<file path="config.mk">
export PLATFORM = sky130hd
export DESIGN_NAME = ddc_top
export DESIGN_NICKNAME = d
export VERILOG_FILES = /design/src/ddc_pkg.sv /design/src/ddc_top.sv /design/src/ddc_sync.sv /design/src/ddc_chan.sv
export SDC_FILE = /design/constraint.sdc
export NUM_CORES = 1
export LEC_CHECK = 0
export BUFFER_PORTS_ARGS = -buffer_cell sky130_fd_sc_hd__buf_2
export CORE_ASPECT_RATIO = 0.8
export CORE_MARGIN = 3
export CORE_UTILIZATION = 50
export DETAILED_ROUTE_END_ITERATION = 8
export GPL_TIMING_DRIVEN = 0
export PLACE_DENSITY = 0.7
export SLEW_MARGIN = 20
export SYNTH_ARGS = -nofsm -noshare
export SYNTH_HDL_FRONTEND = slang
export SYNTH_SLANG_ARGS = --single-unit
</file>
<file path="constraint.sdc">
create_clock -name clock -period 6.25 [get_ports clock]
set_input_delay 1.875 -clock clock [delete_from_list [all_inputs] [get_ports clock]]
set_output_delay 1.875 -clock clock [all_outputs]
set_load 0.005 [all_outputs]
</file>
<file path="src/ddc_pkg.sv">
// constants and types shared by the dual converter serial command unit
`default_nettype none

package ddc_pkg;

	// ********************************************************
	// serial frame layout
	// ********************************************************
	localparam int FRAME_BITS = 24;
	localparam logic [4:0] LAST_BIT = 5'h17;
	localparam int CMD_HI = 21;
	localparam int CMD_LO = 19;
	localparam int ADDR_HI = 18;
	localparam int ADDR_LO = 16;
	localparam int DATA_HI = 15;
	localparam int PD_HI_BIT = 5;
	localparam int PD_LO_BIT = 4;
	localparam int SEL_B_BIT = 1;
	localparam int SEL_A_BIT = 0;
	localparam int RST_DEPTH_BIT = 0;
	localparam int REF_BIT = 0;

	// ********************************************************
	// commands and channel codes
	// ********************************************************
	localparam logic [2:0] CMD_WR_IN = 3'h0;
	localparam logic [2:0] CMD_UPD = 3'h1;
	localparam logic [2:0] CMD_WR_UPD_ALL = 3'h2;
	localparam logic [2:0] CMD_WR_UPD = 3'h3;
	localparam logic [2:0] CMD_POWER = 3'h4;
	localparam logic [2:0] CMD_RESET = 3'h5;
	localparam logic [2:0] CMD_MASK = 3'h6;
	localparam logic [2:0] CMD_REF = 3'h7;
	localparam logic [2:0] ADDR_A = 3'h0;
	localparam logic [2:0] ADDR_B = 3'h1;
	localparam logic [2:0] ADDR_ALL = 3'h7;
	localparam logic [1:0] MODE_NORMAL = 2'h0;

	// ********************************************************
	// resolution select and code masks
	// ********************************************************
	localparam logic [1:0] RES_16 = 2'h0;
	localparam logic [1:0] RES_14 = 2'h1;
	localparam logic [1:0] RES_12 = 2'h2;
	localparam logic [15:0] MASK_16 = 16'hFFFF;
	localparam logic [15:0] MASK_14 = 16'hFFFC;
	localparam logic [15:0] MASK_12 = 16'hFFF0;

	// ********************************************************
	// timing
	// ********************************************************
	localparam int CLK_MHZ = 250;
	localparam int POR_TIME_NS = 1000;
	localparam int POR_CYCLES = (POR_TIME_NS * CLK_MHZ + 999) / 1000;
	localparam logic [9:0] POR_LAST = 10'(POR_CYCLES - 1);

	// ********************************************************
	// register map (byte addresses) and reset values
	// ********************************************************
	localparam logic [7:0] OFS_CTRL = 8'h00;
	localparam logic [7:0] OFS_STATUS = 8'h04;
	localparam logic [7:0] OFS_CODE_A = 8'h08;
	localparam logic [7:0] OFS_CODE_B = 8'h0C;
	localparam logic [7:0] OFS_FRAMES = 8'h10;
	localparam logic [1:0] CTRL_RESET = 2'h0;

	// ********************************************************
	// frame state machine
	// ********************************************************
	typedef enum logic [2:0] {
		ST_IDLE = 3'b001,
		ST_SHIFT = 3'b010,
		ST_HOLD = 3'b100
	} ddc_state_t;

endpackage : ddc_pkg

`default_nettype wire

</file>
<file path="src/ddc_top.sv">
// serial command unit of a dual voltage-output converter, with APB view
`default_nettype none

module ddc_top (
	// clock and reset
	input wire logic clock,
	input wire logic arst_n,
	// apb slave
	input wire logic psel,
	input wire logic penable,
	input wire logic pwrite,
	input wire logic [7:0] paddr,
	input wire logic [31:0] pwdata,
	output logic [31:0] prdata,
	output logic pready,
	output logic pslverr,
	// serial link pins
	input wire logic frame_sync_n,
	input wire logic serial_clk,
	input wire logic serial_din,
	// hardware control pins
	input wire logic load_converter_n,
	input wire logic clear_outputs_n,
	// converter side
	output logic [15:0] dac_code_a,
	output logic [15:0] dac_code_b,
	output logic [1:0] power_mode_a,
	output logic [1:0] power_mode_b,
	output logic ref_enable
);

	// ********************************************************
	// pin synchronisers
	// ********************************************************
	logic [4:0] pins_s;
	logic sync_s;
	logic sclk_s;
	logic din_s;
	logic load_s;
	logic clear_s;

	ddc_sync #(.W(5), .INIT(5'h1F)) u_sync (
		.clock(clock),
		.arst_n(arst_n),
		.d({frame_sync_n, serial_clk, serial_din, load_converter_n,
			clear_outputs_n}),
		.q(pins_s)
	);

	assign {sync_s, sclk_s, din_s, load_s, clear_s} = pins_s;

	// ********************************************************
	// frame receiver
	// ********************************************************
	ddc_pkg::ddc_state_t state_reg;
	ddc_pkg::ddc_state_t state_next;
	logic [4:0] cnt_reg;
	logic [4:0] cnt_next;
	logic [23:0] shift_reg;
	logic [23:0] shift_next;
	logic [23:0] frame_reg;
	logic [23:0] frame_next;
	logic exec_reg;
	logic exec_next;
	logic abort_reg;
	logic abort_next;
	logic sync_prev_reg;
	logic sclk_prev_reg;
	logic sync_fall;
	logic sclk_fall;

	assign sync_fall = sync_prev_reg && !sync_s;
	assign sclk_fall = sclk_prev_reg && !sclk_s;

	always_comb begin
		state_next = state_reg;
		cnt_next = cnt_reg;
		shift_next = shift_reg;
		frame_next = frame_reg;
		exec_next = 1'b0;
		abort_next = 1'b0;
		case (state_reg)
			ddc_pkg::ST_IDLE: begin
				if (sync_fall) begin
					state_next = ddc_pkg::ST_SHIFT;
					cnt_next = '0;
					shift_next = '0;
				end
			end
			ddc_pkg::ST_SHIFT: begin
				if (sync_s) begin
					state_next = ddc_pkg::ST_IDLE;
					cnt_next = '0;
					shift_next = '0;
					abort_next = 1'b1;
				end else if (sclk_fall) begin
					// msb first: first bit ends in bit 23
					shift_next = {shift_reg[22:0], din_s};
					cnt_next = cnt_reg + 5'h01;
					if (cnt_reg == ddc_pkg::LAST_BIT) begin
						exec_next = 1'b1;
						frame_next = {shift_reg[22:0], din_s};
						state_next = ddc_pkg::ST_HOLD;
					end
				end
			end
			ddc_pkg::ST_HOLD: begin
				// extra clocks after the 24th are ignored until release
				if (sync_s) begin
					state_next = ddc_pkg::ST_IDLE;
				end
			end
			default: begin
				state_next = ddc_pkg::ST_IDLE;
			end
		endcase
	end

	always_ff @(posedge clock or negedge arst_n) begin
		if (!arst_n) begin
			state_reg <= ddc_pkg::ST_IDLE;
			cnt_reg <= '0;
			shift_reg <= '0;
			frame_reg <= '0;
			exec_reg <= 1'b0;
			abort_reg <= 1'b0;
			sync_prev_reg <= 1'b1;
			sclk_prev_reg <= 1'b1;
		end else begin
			state_reg <= state_next;
			cnt_reg <= cnt_next;
			shift_reg <= shift_next;
			frame_reg <= frame_next;
			exec_reg <= exec_next;
			abort_reg <= abort_next;
			sync_prev_reg <= sync_s;
			sclk_prev_reg <= sclk_s;
		end
	end

	// ********************************************************
	// command decode
	// ********************************************************
	logic [1:0] res_reg;
	logic [2:0] cmd;
	logic [2:0] addr;
	logic [15:0] code;
	logic [15:0] res_mask;
	logic [1:0] sel;
	logic addr_ok;
	logic is_wr;
	logic is_upd;
	logic soft_zero;
	logic soft_full;

	always_comb begin
		case (res_reg)
			ddc_pkg::RES_14: res_mask = ddc_pkg::MASK_14;
			ddc_pkg::RES_12: res_mask = ddc_pkg::MASK_12;
			default: res_mask = ddc_pkg::MASK_16;
		endcase
	end

	// field split of the completed frame
	assign cmd = frame_reg[ddc_pkg::CMD_HI:ddc_pkg::CMD_LO];
	assign addr = frame_reg[ddc_pkg::ADDR_HI:ddc_pkg::ADDR_LO];
	assign code = frame_reg[ddc_pkg::DATA_HI:0] & res_mask;
	assign sel[0] = (addr == ddc_pkg::ADDR_A) || (addr == ddc_pkg::ADDR_ALL);
	assign sel[1] = (addr == ddc_pkg::ADDR_B) || (addr == ddc_pkg::ADDR_ALL);
	assign addr_ok = |sel;
	assign is_wr = (cmd == ddc_pkg::CMD_WR_IN) ||
		(cmd == ddc_pkg::CMD_WR_UPD_ALL) || (cmd == ddc_pkg::CMD_WR_UPD);
	assign is_upd = (cmd == ddc_pkg::CMD_UPD) || (cmd == ddc_pkg::CMD_WR_UPD);
	assign soft_zero = exec_reg && (cmd == ddc_pkg::CMD_RESET);
	assign soft_full = soft_zero && frame_reg[ddc_pkg::RST_DEPTH_BIT];

	// ********************************************************
	// power-on interval, mask, reference, counters
	// ********************************************************
	logic [9:0] por_cnt_reg;
	logic [9:0] por_cnt_next;
	logic por_done_reg;
	logic por_done_next;
	logic [1:0] mask_reg;
	logic [1:0] mask_next;
	logic ref_reg;
	logic ref_next;
	logic [15:0] good_reg;
	logic [15:0] good_next;
	logic [15:0] bad_reg;
	logic [15:0] bad_next;
	logic load_low;
	logic clear_zero;

	// pins count only after the power-on interval
	assign load_low = por_done_reg && !load_s;
	assign clear_zero = por_done_reg && !clear_s;

	always_comb begin
		por_cnt_next = por_cnt_reg;
		por_done_next = por_done_reg;
		mask_next = mask_reg;
		ref_next = ref_reg;
		good_next = good_reg;
		bad_next = bad_reg;
		if (!por_done_reg) begin
			por_cnt_next = por_cnt_reg + 10'h001;
			por_done_next = (por_cnt_reg == ddc_pkg::POR_LAST);
		end
		if (exec_reg && (cmd == ddc_pkg::CMD_MASK)) begin
			mask_next = frame_reg[ddc_pkg::SEL_B_BIT:ddc_pkg::SEL_A_BIT];
		end
		if (exec_reg && (cmd == ddc_pkg::CMD_REF)) begin
			ref_next = frame_reg[ddc_pkg::REF_BIT];
		end
		if (soft_full) begin
			mask_next = '0;
			ref_next = 1'b0;
		end
		if (exec_reg) begin
			good_next = good_reg + 16'h0001;
		end
		if (abort_reg) begin
			bad_next = bad_reg + 16'h0001;
		end
	end

	// reference starts off
	always_ff @(posedge clock or negedge arst_n) begin
		if (!arst_n) begin
			por_cnt_reg <= '0;
			por_done_reg <= 1'b0;
			mask_reg <= '0;
			ref_reg <= 1'b0;
			good_reg <= '0;
			bad_reg <= '0;
		end else begin
			por_cnt_reg <= por_cnt_next;
			por_done_reg <= por_done_next;
			mask_reg <= mask_next;
			ref_reg <= ref_next;
			good_reg <= good_next;
			bad_reg <= bad_next;
		end
	end

	// ********************************************************
	// channels
	// ********************************************************
	logic [15:0] in_q [0:1];
	logic [15:0] conv_q [0:1];
	logic [1:0] mode_q [0:1];

	genvar gi;
	generate
		for (gi = 0; gi < 2; gi++) begin : g_chan
			logic wr_in;
			logic upd_now;
			logic set_mode;
			// reserved address: no channel selected
			assign wr_in = exec_reg && is_wr && sel[gi];
			assign upd_now = exec_reg && addr_ok &&
				((is_upd && sel[gi]) || (cmd == ddc_pkg::CMD_WR_UPD_ALL));
			assign set_mode = exec_reg && (cmd == ddc_pkg::CMD_POWER) &&
				frame_reg[gi];
			ddc_chan u_chan (
				.clock(clock),
				.arst_n(arst_n),
				.wr_in(wr_in),
				.upd_now(upd_now),
				.data(code),
				.frame_end(exec_reg),
				.soft_zero(soft_zero),
				.soft_full(soft_full),
				.set_mode(set_mode),
				.mode_val(frame_reg[ddc_pkg::PD_HI_BIT:ddc_pkg::PD_LO_BIT]),
				.mask_bit(mask_reg[gi]),
				.load_low(load_low),
				.clear_zero(clear_zero),
				.in_q(in_q[gi]),
				.conv_q(conv_q[gi]),
				.mode_q(mode_q[gi])
			);
		end
	endgenerate

	assign dac_code_a = conv_q[0];
	assign dac_code_b = conv_q[1];
	assign power_mode_a = mode_q[0];
	assign power_mode_b = mode_q[1];
	assign ref_enable = ref_reg;

	// ********************************************************
	// apb slave: one wait state, then pready for one cycle
	// ********************************************************
	logic pready_reg;
	logic pready_next;
	logic pslverr_reg;
	logic pslverr_next;
	logic [31:0] prdata_reg;
	logic [31:0] prdata_next;
	logic [1:0] res_next;

	always_comb begin
		pready_next = 1'b0;
		pslverr_next = 1'b0;
		prdata_next = prdata_reg;
		res_next = res_reg;
		if (psel && penable && !pready_reg) begin
			pready_next = 1'b1;
			case (paddr)
				ddc_pkg::OFS_CTRL: prdata_next = {30'h0, res_reg};
				ddc_pkg::OFS_STATUS: prdata_next = {21'h0, por_done_reg,
					ref_reg, mask_reg, mode_q[1], mode_q[0], state_reg};
				ddc_pkg::OFS_CODE_A: prdata_next = {in_q[0], conv_q[0]};
				ddc_pkg::OFS_CODE_B: prdata_next = {in_q[1], conv_q[1]};
				ddc_pkg::OFS_FRAMES: prdata_next = {bad_reg, good_reg};
				default: begin
					prdata_next = '0;
					pslverr_next = 1'b1;
				end
			endcase
		end
		if (psel && penable && pready_reg && pwrite &&
			(paddr == ddc_pkg::OFS_CTRL)) begin
			res_next = pwdata[1:0];
		end
	end

	always_ff @(posedge clock or negedge arst_n) begin
		if (!arst_n) begin
			pready_reg <= 1'b0;
			pslverr_reg <= 1'b0;
			prdata_reg <= '0;
			res_reg <= ddc_pkg::CTRL_RESET;
		end else begin
			pready_reg <= pready_next;
			pslverr_reg <= pslverr_next;
			prdata_reg <= prdata_next;
			res_reg <= res_next;
		end
	end

	assign pready = pready_reg;
	assign pslverr = pslverr_reg;
	assign prdata = prdata_reg;
endmodule : ddc_top

`default_nettype wire

</file>
<file path="src/ddc_sync.sv">
// two-flop synchroniser for pins entering the clock domain
`default_nettype none

module ddc_sync #(
	parameter int W = 1,
	parameter logic [W-1:0] INIT = '0
) (
	// clock and reset
	input wire logic clock,
	input wire logic arst_n,
	// pins in, synchronised levels out
	input wire logic [W-1:0] d,
	output logic [W-1:0] q
);

	logic [W-1:0] meta_reg;
	logic [W-1:0] q_reg;

	always_ff @(posedge clock or negedge arst_n) begin
		if (!arst_n) begin
			meta_reg <= INIT;
			q_reg <= INIT;
		end else begin
			meta_reg <= d;
			q_reg <= meta_reg;
		end
	end

	assign q = q_reg;

endmodule : ddc_sync

`default_nettype wire

</file>
<file path="src/ddc_chan.sv">
// one converter channel: input register, converter register, output mode
`default_nettype none

module ddc_chan (
	// clock and reset
	input wire logic clock,
	input wire logic arst_n,
	// frame actions
	input wire logic wr_in,
	input wire logic upd_now,
	input wire logic [15:0] data,
	input wire logic frame_end,
	input wire logic soft_zero,
	input wire logic soft_full,
	input wire logic set_mode,
	input wire logic [1:0] mode_val,
	// load control
	input wire logic mask_bit,
	input wire logic load_low,
	input wire logic clear_zero,
	// state
	output logic [15:0] in_q,
	output logic [15:0] conv_q,
	output logic [1:0] mode_q
);

	logic [15:0] in_reg;
	logic [15:0] in_next;
	logic [15:0] conv_reg;
	logic [15:0] conv_next;
	logic [1:0] mode_reg;
	logic [1:0] mode_next;

	always_comb begin
		in_next = in_reg;
		conv_next = conv_reg;
		mode_next = mode_reg;
		if (wr_in) begin
			in_next = data;
		end
		// entering power-down touches only the mode
		if (set_mode) begin
			mode_next = mode_val;
		end
		if (upd_now || (frame_end && mask_bit)) begin
			conv_next = in_next;
		end else if (load_low && !mask_bit) begin
			// transparent while low; also the resume value
			conv_next = in_reg;
		end
		if (clear_zero) begin
			conv_next = '0;
		end
		if (soft_zero) begin
			in_next = '0;
			conv_next = '0;
		end
		if (soft_full) begin
			mode_next = ddc_pkg::MODE_NORMAL;
		end
	end

	// zero code from reset until a frame says otherwise
	always_ff @(posedge clock or negedge arst_n) begin
		if (!arst_n) begin
			in_reg <= '0;
			conv_reg <= '0;
			mode_reg <= ddc_pkg::MODE_NORMAL;
		end else begin
			in_reg <= in_next;
			conv_reg <= conv_next;
			mode_reg <= mode_next;
		end
	end

	assign in_q = in_reg;
	assign conv_q = conv_reg;
	assign mode_q = mode_reg;

endmodule : ddc_chan

`default_nettype wire

</file>
; ---- Word-level counts from Yosys, hierarchy flattened
; Index checks and enable logic that the tools add are counted.
[word_totals]
regBits = 215
latchBits = 0
ramBits = 0
rom_bits = 0
in_bits = 50
wordCells = 161
memories = 0
[op_classes]
n_addsub = 4
multipliers = 0
div = 0
order_cmp = 0
eq_ne = 24
shifts = 0
n_mux = 46
bitwise = 2
n_reduce_logical = 59
[op_table]
columns = cell, n
row1 = 2-to-1 mux 16 bit, 12
row2 = case mux 32 bit (5 select lines), 1
row3 = 2-to-1 mux 21 bit, 3
row4 = case mux 21 bit (2 select lines), 1
row5 = adder 16 x 1 -> 16 bit (second input constant), 2
row6 = logical AND 1 bit, 28
row7 = equality test 3 bit (second input constant), 6
row8 = AND 16 bit, 1
row9 = equality test 8 x 4 -> 1 bit (second input constant), 2
row10 = 2-to-1 mux 3 bit, 5
row11 = 2-to-1 mux 5 bit, 3
row12 = 2-to-1 mux 1 bit, 12
row13 = 2-to-1 mux 2 bit, 6
row14 = adder 10 x 1 -> 10 bit (second input constant), 1
row15 = equality test 10 x 8 -> 1 bit (second input constant), 1
row16 = case mux 5 bit (2 select lines), 1
row17 = nonzero test 2 bit, 5
row18 = equality test 3 x 1 -> 1 bit (second input constant), 3
row19 = equality test 3 x 2 -> 1 bit (second input constant), 3
row20 = logical OR 1 bit, 9
row21 = case mux 3 bit (3 select lines), 1
row22 = equality test 8 x 3 -> 1 bit (second input constant), 1
row23 = equality test 8 x 5 -> 1 bit (second input constant), 1
row24 = zero test 8 bit, 1
row25 = other kinds (16), 26

; ---- Longest topological paths before layout
; Gate-level depths: netlist of run 1.
[depth]
word_depth = 9
mapped_depth = 8

; ---- By module
; Synthesis of run 1 repeated with hierarchy kept, for this count alone.
[hier_totals]
hier_cells = 858
hier_area_um2 = 10184.8
[modules_own_cells]
columns = module, instances, cells_per_inst, area_each_um2, seq_area_each_um2
row1 = ddc_top, 1, 588, 6756.5, 3432.0
row2 = ddc_chan, 2, 130, 1582.8, 850.8
row3 = ddc_sync, 1, 10, 262.8, 262.8

; ---- Worst setup path after synthesis of run 1
; No wires, ideal clock.
[synth_path]
kind = in2reg
from = input paddr[3]
to = register res_reg[1]
arrival_time_ns = 3.135
required_ns = 6.125
path_slack_ns = 2.990
cell_stages = 3
cell_sequence = or4_1 -> nor4_2 -> mux2_2
[synth_between]
elab_chain_len = 2
[synth_rtl]
columns = item, line
row1 = "start, declared", ddc_top.sv:12  ; input wire logic [7:0] paddr,
row2 = zero test 8 bit, ddc_top.sv:325  ; (paddr == ddc_pkg::OFS_CTRL)) begin
row3 = logical AND 1 bit, ddc_top.sv:324  ; if (psel && penable && pready_reg && pwrite &&
row4 = "end signal, assigned", ddc_top.sv:335  ; res_reg <= ddc_pkg::CTRL_RESET;
row5 = "end signal, assigned", ddc_top.sv:340  ; res_reg <= res_next;
row6 = "end, declared", ddc_top.sv:144  ; logic [1:0] res_reg;
; Every way passes these cells.
; A chain may end at the register's enable or synchronous reset.

; ---- Worst setup path in the final report of run 1
[layout_path]
from = input paddr[7]
to = register prdata_reg[13], in the netlist prdata[13]
[layout_between]
elab_chain_len = 2
word_cells_on_any_way = 6
classes_between = eq/ne (4) / mux (1) / reduce/logical (1)
[layout_rtl]
columns = item, line
row1 = "equality test 8 x 5 -> 1 bit, or another cell as far along", ddc_top.sv:311  ; case (paddr)
row2 = case mux 32 bit (5 select lines) (*), ddc_top.sv:311
row3 = "end signal, assigned", ddc_top.sv:339  ; prdata_reg <= prdata_next;
row4 = "end, declared", ddc_top.sv:300  ; logic [31:0] prdata_reg;
; Mark *: on every way between the ends. The rest lies on a longest branch, timed or not.

==> results of run 1 <==
-- kinds of logic after synthesis --
logic type               count (synthesis)
buffers and inverters                   85
flip-flops                             215
adder cells (fa/ha/maj)                  6
XOR/XNOR                                40
multiplexers                           107
AND/OR/NAND/NOR                        248
AO/OA/AOI/OAI                          150
-- worst max path at each step --
stage,slack (ns),endpoint,start
2_1_floorplan,2.99,res_reg[1]$_DFFE_PN0P_,paddr[3]
3_3_place_gp,-0.37,por_cnt_reg[4]$_DFFE_PN0N_,arst_n
3_5_place_dp,2.26,prdata[16]$_DFFE_PN0P_,paddr[7]
4_1_cts,2.78,prdata[13]$_DFFE_PN0P_,paddr[7]
5_1_grt,2.55,prdata[17]$_DFFE_PN0P_,paddr[7]
6_report,2.68,prdata[13]$_DFFE_PN0P_,paddr[7]
-- power by group --
| part | internal, W | switching (W) | total (W) |
|---|---|---|---|
| sequential | 0.00141 | 0.0000139 | 0.00142 |
| combinational | 0.0000275 | 0.0000561 | 0.0000837 |
| clock | 0.000781 | 0.000546 | 0.00133 |
-- Yosys cell counts (3+ instances only) --
cell / count / area, µm²
dfrtp_1: 202 / 5050
nand2_1: 85 / 319
mux2i_1: 55 / 551
mux2_2: 52 / 586
nor2_1: 44 / 165
inv_1: 33 / 124
xnor2_1: 33 / 289
clkbuf_1: 32 / 120
a222oi_1: 30 / 300
o21ai_0: 30 / 150
a211oi_1: 24 / 180
nor2b_1: 22 / 138
nor3_1: 21 / 105
a221oi_1: 19 / 166
o21ai_1: 15 / 75.1
buf_2: 13 / 65.1
dfstp_2: 13 / 342
nand3_1: 13 / 65.1
nand4_1: 12 / 75.1
a211oi_2: 10 / 125
and3_1: 8 / 50.1
and4_1: 7 / 61.3
xor2_1: 7 / 61.3
ha_1: 6 / 75.1
a21oi_1: 5 / 25.0
nand2b_1: 5 / 31.3
a22oi_1: 4 / 30.0
or2_2: 4 / 25.0
and2_1: 3 / 18.8
buf_4: 3 / 22.5
buf_6: 3 / 33.8
-- worst register-to-register path, stage by stage, from the launching register on --
cell      delay, ns
dfrtp_1        0.41
buf_2          0.24
and2_1         0.15
clkbuf_1       0.40
o21bai_1       0.43
clkbuf_1       0.55
a221oi_1       0.19
-- routing by layer --
layer	vias up	routed length, µm
met5	-	0
met4	0	1010
met3	47	2140
met2	274	11900
met1	3671	11600
li1	3320	-
-- cell type report --
type                    instances  area [µm²]
clock inverters                 5        53.8
plain buffers                  52         262
fillers                      1586        7730
inverters                      33         124
multi-input cells             551        4010
repair buffers                 92         515
well taps                     258         323
clock buffers                  36         674
flip-flops and latches        215        5400
-- through the flow --
step / instances / power (W) / area, µm² / setup slack, ns / hold slack (ns)
2_1_floorplan: 851 / 0.00148 / 9790 / 2.99 / 0.345
5_1_grt: 1242 / 0.00292 / 11400 / 2.55 / 0.355
4_1_cts: 1242 / 0.00285 / 11400 / 2.78 / 0.354
6_report: 1242 / 0.00283 / 11400 / 2.68 / 0.353
3_3_place_gp: 1199 / 0.00153 / 10600 / -0.371 / 0.346
3_5_place_dp: 1201 / 0.00153 / 10600 / 2.26 / 0.347
==> impl_metrics.ini, run 1 <==
[run_status]
status = finished clean

[sta]
worstMarginPinSlew_ns = 0.868
rsz0062_at_grt = no
finalMaxSlewViolations = 0
finalClockSkew_ns = 0.0181
setup_viol = 0
clock.fmax_ghz = 0.280
min_period_ns = 3.57
slew_headroom = 0.417
fin_crit_sh = 0.571
hold_viol = 0
setup_tns_ns = 0

[grt]
grt_pass1_wl_mm = 41.7
gr-usage-met2 = 0.374
grtUsageTotal = 0.249
top_usage_layer = met2
grt_pass1_vias = 7241
grt_overflow = 0
use_met3 = 0.0463
gr-usage-met1 = 0.364
grt_max_degree = 88
antenna_found_initial = 0

[placed_design]
gp_congestion = 0.905
io_buffers = 90
dp_hpwl_mm = 19.0

[clock_network]
cts_root_buf = clkbuf_16
cts.clk_slew.worst_paths_ns = 0.06
insertion_delay_ns = 0.51
clockBufferDepth = 3
cts_hold_buf = 0
cts.repair.resized = 0
post-cts-setup-buffers = 0
cts_buffers = 23
cts_tree = done
clock_sinks = 215
cts.htree.levels = 1

[yosys]
ys_seq_area_frac = 0.551
synthSimpleGateAreaFrac = 0.130
synth_edf_count = 0
ys_ff_latch = 215
syn-num-nets = 907
yosys.area_share.xor_xnor = 0.0358
syn_area_um2 = 9790
synthMuxAreaShare = 0.116
synthArstFlopShare = 1.00
yosys.cell_types.count = 59
ys.flop_type = dfrtp_1
synth-compound-area-share = 0.119
synth_top_family_by_area = simple AND/OR/NAND/NOR gates
syn_area_per_cell_um2 = 11.5
yosysWarnings = 0
postSynthCellCount = 851
synthAdderAreaFrac = 0.00767

[min_path]
whs_endpoint = u_sync.q[4]$_DFF_PN1_
holdPathStages = 0
min_from = u_sync.meta_reg[4]$_DFF_PN1_
hold_class = reg -> reg

[worst_setup_path]
rrSetupSlack_ns = 3.73
cp-end-kind = flop
crit_family = simple AND/OR/NAND/NOR gates
r2r_end = g_chan[1].u_chan.conv_q[5]$_DFFE_PN0P_
r2r_cells = 6
worst_ep_arrival_time_ns = 3.99
path_class = in -> reg
path_max_fanout = 10
cpMaxStageDelayCell = nor4_2
cp.depth = 6
path_buf_inv = 2
cpPeakStageDelay_ns = 0.60
startpoint_type = input port
r2r-start = exec_reg$_DFF_PN0_
cp_data_required_time_ns = 6.67
crit_chain = buf_2 -> nor4_2 -> and4b_1 -> clkbuf_1 -> a222oi_1 -> o21ai_0

[cells_and_area]
final_common_cell = dfrtp_1
final_cell_mix = dfrtp_1 (202), buf_2 (102), nand2_1 (85), mux2i_1 (55), mux2_2 (52)
drive_gt1_frac = 0.238
diodes = 0
layout.nets = 1024
final_util = 0.595
area_growth_pct = 16.0

[routing]
drc = 0
ant_nets = 0
first_pass_iters = 7
num_vias = 7312
viasPerCell = 5.89
wl_per_cell_um = 21.4
drt-total-wl_mm = 26.6
drt_iter0_drc = 885

[power]
p_per_area_nw_per_um2 = 249
p_leak_nw = 5.50
vdd_drop_max_uv = 151

[floorplan]
chipHeight_um = 131
start_util = 0.513
boundaryPins = 121
rows = 45
die_area_um2 = 21300
die_w_um = 162
core_um2 = 19100

[job]
drv_cap = 0
Power figures use the tool's default switching activity.
==> run 2: changes to the inputs <==
--- a/config.mk
+++ b/config.mk
@@ -5,6 +5,7 @@
 export SDC_FILE = /design/constraint.sdc
 export NUM_CORES = 1
 export LEC_CHECK = 0
+export ABC_AREA = 1
 export BUFFER_PORTS_ARGS = -buffer_cell sky130_fd_sc_hd__buf_2
 export CORE_ASPECT_RATIO = 0.8
 export CORE_MARGIN = 3
==> constraint.sdc (replaced) <==
create_clock -name clock -period 3.5 [get_ports clock]
set_input_delay 1.05 -clock clock [delete_from_list [all_inputs] [get_ports clock]]
set_output_delay 1.05 -clock clock [all_outputs]
set_load 0.005 [all_outputs]
==> run 2 against run 1 <==
- combinational power rose to 4.8 times the previous value
- critical path type unchanged
- highest routed layer is now met5
- clock power up 77%
- flip-flop and latch count unchanged
- setup slack worse by 1.5 ns
- critical path depth up 3
- global-route usage up 0.54 points
- synthesized cell count up 48%
- first-iteration DRC count up 21%
==> impl_metrics.ini, run 2 <==
[floorplan]
core_um2 = 20100
boundaryPins = 121
die_area_um2 = 22500
start_util = 0.517
rows = 46
chipHeight_um = 135
die_w_um = 167

[routing]
first_pass_iters = 5
wl_per_cell_um = 17.2
drt-total-wl_mm = 28.5
drc = 0
ant_nets = 0
num_vias = 9030
viasPerCell = 5.45
drt_iter0_drc = 1068

[job]
drv_cap = 0

[yosys]
yosys.cell_count.top_type = nand2_1
ys.flop_type = dfrtp_1
synthAdderAreaFrac = 0.00723
syn_area_um2 = 10400
synth_top_family_by_area = simple AND/OR/NAND/NOR gates
yosysTopAreaCell = dfrtp_1
synth_edf_count = 0
synthArstFlopShare = 1.00
yosysWarnings = 0
yosys.area_share.xor_xnor = 0.0312
syn_area_per_cell_um2 = 8.23
synth_common_cells = nand2_1 (398), dfrtp_1 (202), nand3_1 (183)
netlist_top_cells_area = dfrtp_1 (49%), nand2_1 (14%), nand3_1 (8.8%)
syn-num-nets = 1317
synthSimpleGateAreaFrac = 0.291
yosys.cell_types.count = 40
postSynthCellCount = 1261
ys_ff_latch = 215
ys_seq_area_frac = 0.520
synthMuxAreaShare = 0.000964
synth_top_area_frac = 0.487
synth-compound-area-share = 0.0761

[power]
vdd_drop_max_uv = 412
p_leak_nw = 6.28
p_per_area_nw_per_um2 = 449

[worst_setup_path]
cp-end-kind = flop
crit_chain = buf_2 -> inv_1 -> nand2_1 -> nor3_2 -> clkbuf_1 -> nand3_1 -> nand3_1 -> nand2_1 -> nand2_1
startpoint_type = input port
crit_family = simple AND/OR/NAND/NOR gates
cp_common_cell = nand2_1
cp_data_required_time_ns = 3.95
worst_ep_arrival_time_ns = 2.74
path_class = in -> reg
cpPeakStageDelay_ns = 0.46
cpMaxStageDelayCell = clkbuf_1
path_max_fanout = 10
path_buf_inv = 3

[sta]
worstMarginPinSlew_ns = 0.762
rsz0062_at_grt = no
setup_ws_ns = 1.20
min_period_ns = 2.30
fin_crit_sh = 0.656
slew_headroom = 0.492
finalMaxSlewViolations = 0
hold_viol = 0
clock.fmax_ghz = 0.436
finalClockSkew_ns = 0.0149
setup_viol = 0

[clock_network]
cts.repair.resized = 0
post-cts-setup-buffers = 0
cts_hold_buf = 0
clockBufferDepth = 3
cts_root_buf = clkbuf_16
cts_buffers = 22
cts.htree.levels = 1
insertion_delay_ns = 0.51
cts_tree = done
clock_sinks = 215
cts.clk_slew.worst_paths_ns = 0.06

[cells_and_area]
area_growth_pct = 15.1
fin_cells = 1657
drive_gt1_frac = 0.159
final_cell_mix = nand2_1 (398), dfrtp_1 (202), nand3_1 (183), inv_1 (115), buf_2 (106)
layout.nets = 1433
diodes = 0
final_common_cell = nand2_1

[placed_design]
dp_hpwl_mm = 21.4
io_buffers = 90
gp_congestion = 0.909
placed_cells = 1617
pre_cts_slack_ns = 0.781

[grt]
antenna_found_initial = 1
grt_overflow = 0
grt_pass1_vias = 8560
grt_max_degree = 100
grt_pass1_wl_mm = 45.9
grtUsageTotal = 0.254

[min_path]
hold_class = reg -> reg

[run_status]
status = finished clean
## run 2: cell count changes after synthesis, moves of 23 or more
cell and delta:
nand2_1 +313, nand3_1 +170, inv_1 +82, mux2i_1 -54
mux2_2 -52, a222oi_1 -30, xnor2_1 -25, a211oi_1 -23
## run 2: worst paths after layout
| check | startpoint | end | slack (ns) | depth (start not counted) |
|---|---|---|---|---|
| min in group asynchronous | arst_n | por_cnt_reg[7]$_DFFE_PN0N_ | 0.42 | 1 |
| min | u_sync.meta_reg[3]$_DFF_PN1_ | u_sync.q[3]$_DFF_PN1_ | 0.35 | 0 |
| min reg2reg | u_sync.meta_reg[3]$_DFF_PN1_ | u_sync.q[3]$_DFF_PN1_ | 0.35 | 0 |
| max reg2reg | cnt_reg[0]$_DFFE_PN0P_ | frame_reg[6]$_DFFE_PN0P_ | 1.59 | 7 |
| max in group asynchronous | arst_n | good_reg[11]$_DFFE_PN0P_ | 2.28 | 2 |
| max | paddr[0] | prdata[13]$_DFFE_PN0P_ | 1.20 | 9 |
## run 2: metal layers
metal / vias to the layer above / GRT usage / wire, µm
met1: 4263 / 0.391 / 13300
met2: 397 / 0.371 / 11900
li1: 4303 / - / -
met4: 2 / 0.0774 / 891
met3: 65 / 0.0430 / 2430
met5: - / 0 / 13
## run 2: worst reg2reg max path: stages, from the launching register on
cell,delay [ns]
dfrtp_1,0.41
ha_1,0.21
nand2_1,0.08
nor3_1,0.20
nand2_1,0.11
nor2_1,0.15
clkbuf_1,0.43
o21ai_0,0.17
## run 2: kinds of logic after synthesis
kind of cell,after synthesis
muxes,1
AOI/OAI and AO/OA,131
buffers and inverters,183
and+or+nand+nor,688
xor gates and xnor gates,37
adders and majority gates,6
DFF,215
## run 2: cell type report
class / count / area (µm²)
Clock inverter: 9 / 101
Multi-Input combinational cell: 863 / 4220
Timing Repair Buffer: 92 / 515
Tap cell: 264 / 330
Clock buffer: 31 / 616
Inverter: 131 / 492
Sequential cell: 215 / 5400
Buffer: 52 / 273
Fill cell: 1757 / 8140
## run 2: power breakdown
part	internal, W	switching, W
registers	0.00255	0.0000576
logic	0.000105	0.000296
clock network	0.00138	0.000973
total	0.00404	0.00133
## run 2: through the flow
stage | power, W | cell area, µm² | TNS (ns) | util | hold WS (ns)
after global placement | 0.00303 | 11200 | -483.40 | 0.556 | 0.345
final | 0.00536 | 11900 | 0 | 0.595 | 0.348
after CTS | 0.00541 | 11900 | 0 | 0.595 | 0.354
after detailed placement | 0.00305 | 11200 | 0 | 0.559 | 0.347
after floorplan | 0.00288 | 10400 | 0 | - | 0.345
after global routing | 0.00555 | 11900 | 0 | 0.595 | 0.353
==> run 3: changes to the inputs <==
--- a/config.mk
+++ b/config.mk
@@ -5,14 +5,14 @@
 export SDC_FILE = /design/constraint.sdc
 export NUM_CORES = 1
 export LEC_CHECK = 0
-export ABC_AREA = 1
+export ABC_AREA = 0
 export BUFFER_PORTS_ARGS = -buffer_cell sky130_fd_sc_hd__buf_2
 export CORE_ASPECT_RATIO = 0.8
 export CORE_MARGIN = 3
 export CORE_UTILIZATION = 50
 export DETAILED_ROUTE_END_ITERATION = 8
 export GPL_TIMING_DRIVEN = 0
-export PLACE_DENSITY = 0.7
+export PLACE_DENSITY = 0.73
 export SLEW_MARGIN = 20
 export SYNTH_ARGS = -nofsm -noshare
 export SYNTH_HDL_FRONTEND = slang
==> constraint.sdc (replaced) <==
create_clock -name clock -period 2.1 [get_ports clock]
set_input_delay 0.63 -clock clock [delete_from_list [all_inputs] [get_ports clock]]
set_output_delay 0.63 -clock clock [all_outputs]
set_load 0.005 [all_outputs]
==> run 3 against run 2 <==
- clock skew is 0.0058 ns higher
- die area is 5.5% lower
- first-iteration DRC count is 18% lower
- combinational power is 37% lower
- critical path depth is 2 lower
- power is 58% higher
- critical path type is now reg -> reg
==> impl_metrics.ini, run 3 (synthesis gave the netlist of run 1 again) <==
[routing]
viasPerCell = 5.99
first_pass_iters = 8
drt-total-wl_mm = 26.8
num_vias = 7479
wl_per_cell_um = 21.4
drt_iter0_drc = 873
drc = 0
ant_nets = 0

[cells_and_area]
final_util = 0.609
fin_cells = 1248
layout.nets = 1030
drive_gt1_frac = 0.278
num-fill-cells = 1542
final_cell_mix = dfrtp_1 (200), buf_2 (99), nand2_1 (84), mux2i_1 (55), nor2_1 (44)
design_area_um2 = 11600
area_growth_pct = 18.8
final_common_cell = dfrtp_1
diodes = 0

[clock_network]
cts_buffers = 23
cts_root_buf = clkbuf_16
insertion_delay_ns = 0.52
cts_tree = done
cts.htree.levels = 1
clockBufferDepth = 3
clock_sinks = 215
cts.clk_slew.worst_paths_ns = 0.06
cts_hold_buf = 0

[grt]
grt_pass1_vias = 7206
grtUsageTotal = 0.248
grt_overflow = 0
grt_max_degree = 101
grt_pass1_wl_mm = 41.7
antenna_found_initial = 0

[power]
vdd_drop_max_uv = 710
p_leak_nw = 5.62
internal-power_w = 0.00660
switchingPower_w = 0.00187
power_w = 0.00846
comb_power_share = 0.030
p_sw_frac = 0.220
pwr-share-clk = 0.470
p_per_area_nw_per_um2 = 727
seqPwrFrac = 0.500

[sta]
setup_viol = 0
min_period_ns = 2.08
fin_crit_sh = 0.990
setup_tns_ns = 0
clock.fmax_ghz = 0.481
finalMaxSlewViolations = 0
finalClockSkew_ns = 0.0207
worstMarginPinSlew_ns = 0.857
rsz0062_at_grt = yes
slew_headroom = 0.424
hold_viol = 0

[placed_design]
dp_hpwl_mm = 18.8
gp_congestion = 0.881
dpl_cell_area_um2 = 10600
placed_cells = 1201
io_buffers = 90

[worst_setup_path]
cp_data_required_time_ns = 2.49
path_class = reg -> reg
path_max_fanout = 5
startpoint_type = flop
worst_ep_arrival_time_ns = 2.47
r2r_cells = 7
cp-end-kind = flop

[floorplan]
boundaryPins = 121
die_w_um = 162
rows = 45
start_util = 0.513
die_area_um2 = 21300
chipHeight_um = 131
core_um2 = 19100

[run_status]
status = finished clean

[job]
drv_cap = 0

[min_path]
hold_class = in -> async
run 3: changes by cell type in the layout (fill, tap and decap cells not counted), moves of 24 or more:
cell      change
mux2_2       +39
a222oi_1     +30
xnor2_1      +24
nand3_1     -170
inv_1        -82
mux2i_1      +54
nand2_1     -314
run 3: critical path, stage by stage, from the launching register on:
cell       delay [ns]
dfrtp_1          0.39
ha_4             0.16
nand2_2          0.05
or4_4            0.53
nor4_4           0.19
buf_6            0.18
clkbuf_16        0.16
mux2_4           0.29
run 3: area by class of cell:
type                    count  area [µm²]  area share
multi-input cells         551        4160       0.358
inverters                  33         124      0.0107
flip-flops and latches    215        5400       0.464
clock buffers              34         667      0.0573
plain buffers              49         288      0.0247
well taps                 258         323      0.0278
clock inverters             7        63.8     0.00549
repair buffers            101         608      0.0523
run 3: worst paths after layout:
| kind | slack (ns) | from | end |
|---|---|---|---|
| worst max-delay path | 0.02 | cnt_reg[1]$_DFFE_PN0P_ | frame_reg[5]$_DFFE_PN0P_ |
| worst max register to register | 0.02 | cnt_reg[1]$_DFFE_PN0P_ | frame_reg[5]$_DFFE_PN0P_ |
| worst min-delay path | 0.003 | arst_n | bad_reg[14]$_DFFE_PN0P_ |
| worst min register to register | 0.35 | u_sync.meta_reg[1]$_DFF_PN1_ | u_sync.q[1]$_DFF_PN1_ |
| min in group clock | 0.21 | serial_clk | u_sync.meta_reg[3]$_DFF_PN1_ |
| max in group asynchronous | 0.92 | arst_n | por_done_reg$_DFF_PN0_ |
run 3: repair_timing:
item | 4_1_cts | 5_1_grt
buffers inserted | 6 | 2
pin swaps | 2 | 3
setup endpoints to repair | 94 | 112
hold endpoints to repair | 0 | 0
gates cloned | 0 | 1
resized for setup | 23 | 41
run 3: through the flow:
| step | setup WS (ns) | hold slack [ns] |
|---|---|---|
| finish | 0.0206 | 0.00296 |
| global route | -0.0412 | 0.0292 |
| CTS | -0.0640 | 0.0103 |
| detailed placement | -0.672 | 0.347 |
| global placement | -3.26 | 0.346 |
| floorplan | 0.0815 | 0.334 |
run 3: metal layers:
metal | routed length (µm) | GRT usage
met1 | 11600 | 0.364
met2 | 12400 | 0.383
met3 | 1960 | 0.0448
met4 | 764 | 0.0640
met5 | 0 | 0
run 3: power groups by stage:
| stage | Sequential [W] | Clock, W | Combinational (W) |
|---|---|---|---|
| 4_1_cts | 0.00423 | 0.00402 | 0.000258 |
| 5_1_grt | 0.00423 | 0.00420 | 0.000291 |
| 6_report | 0.00423 | 0.00397 | 0.000255 |
| 3_5_place_dp | 0.00430 | 0 | 0.000253 |
| 2_1_floorplan | 0.00429 | 0 | 0.000102 |
| 3_3_place_gp | 0.00430 | 0 | 0.000233 |
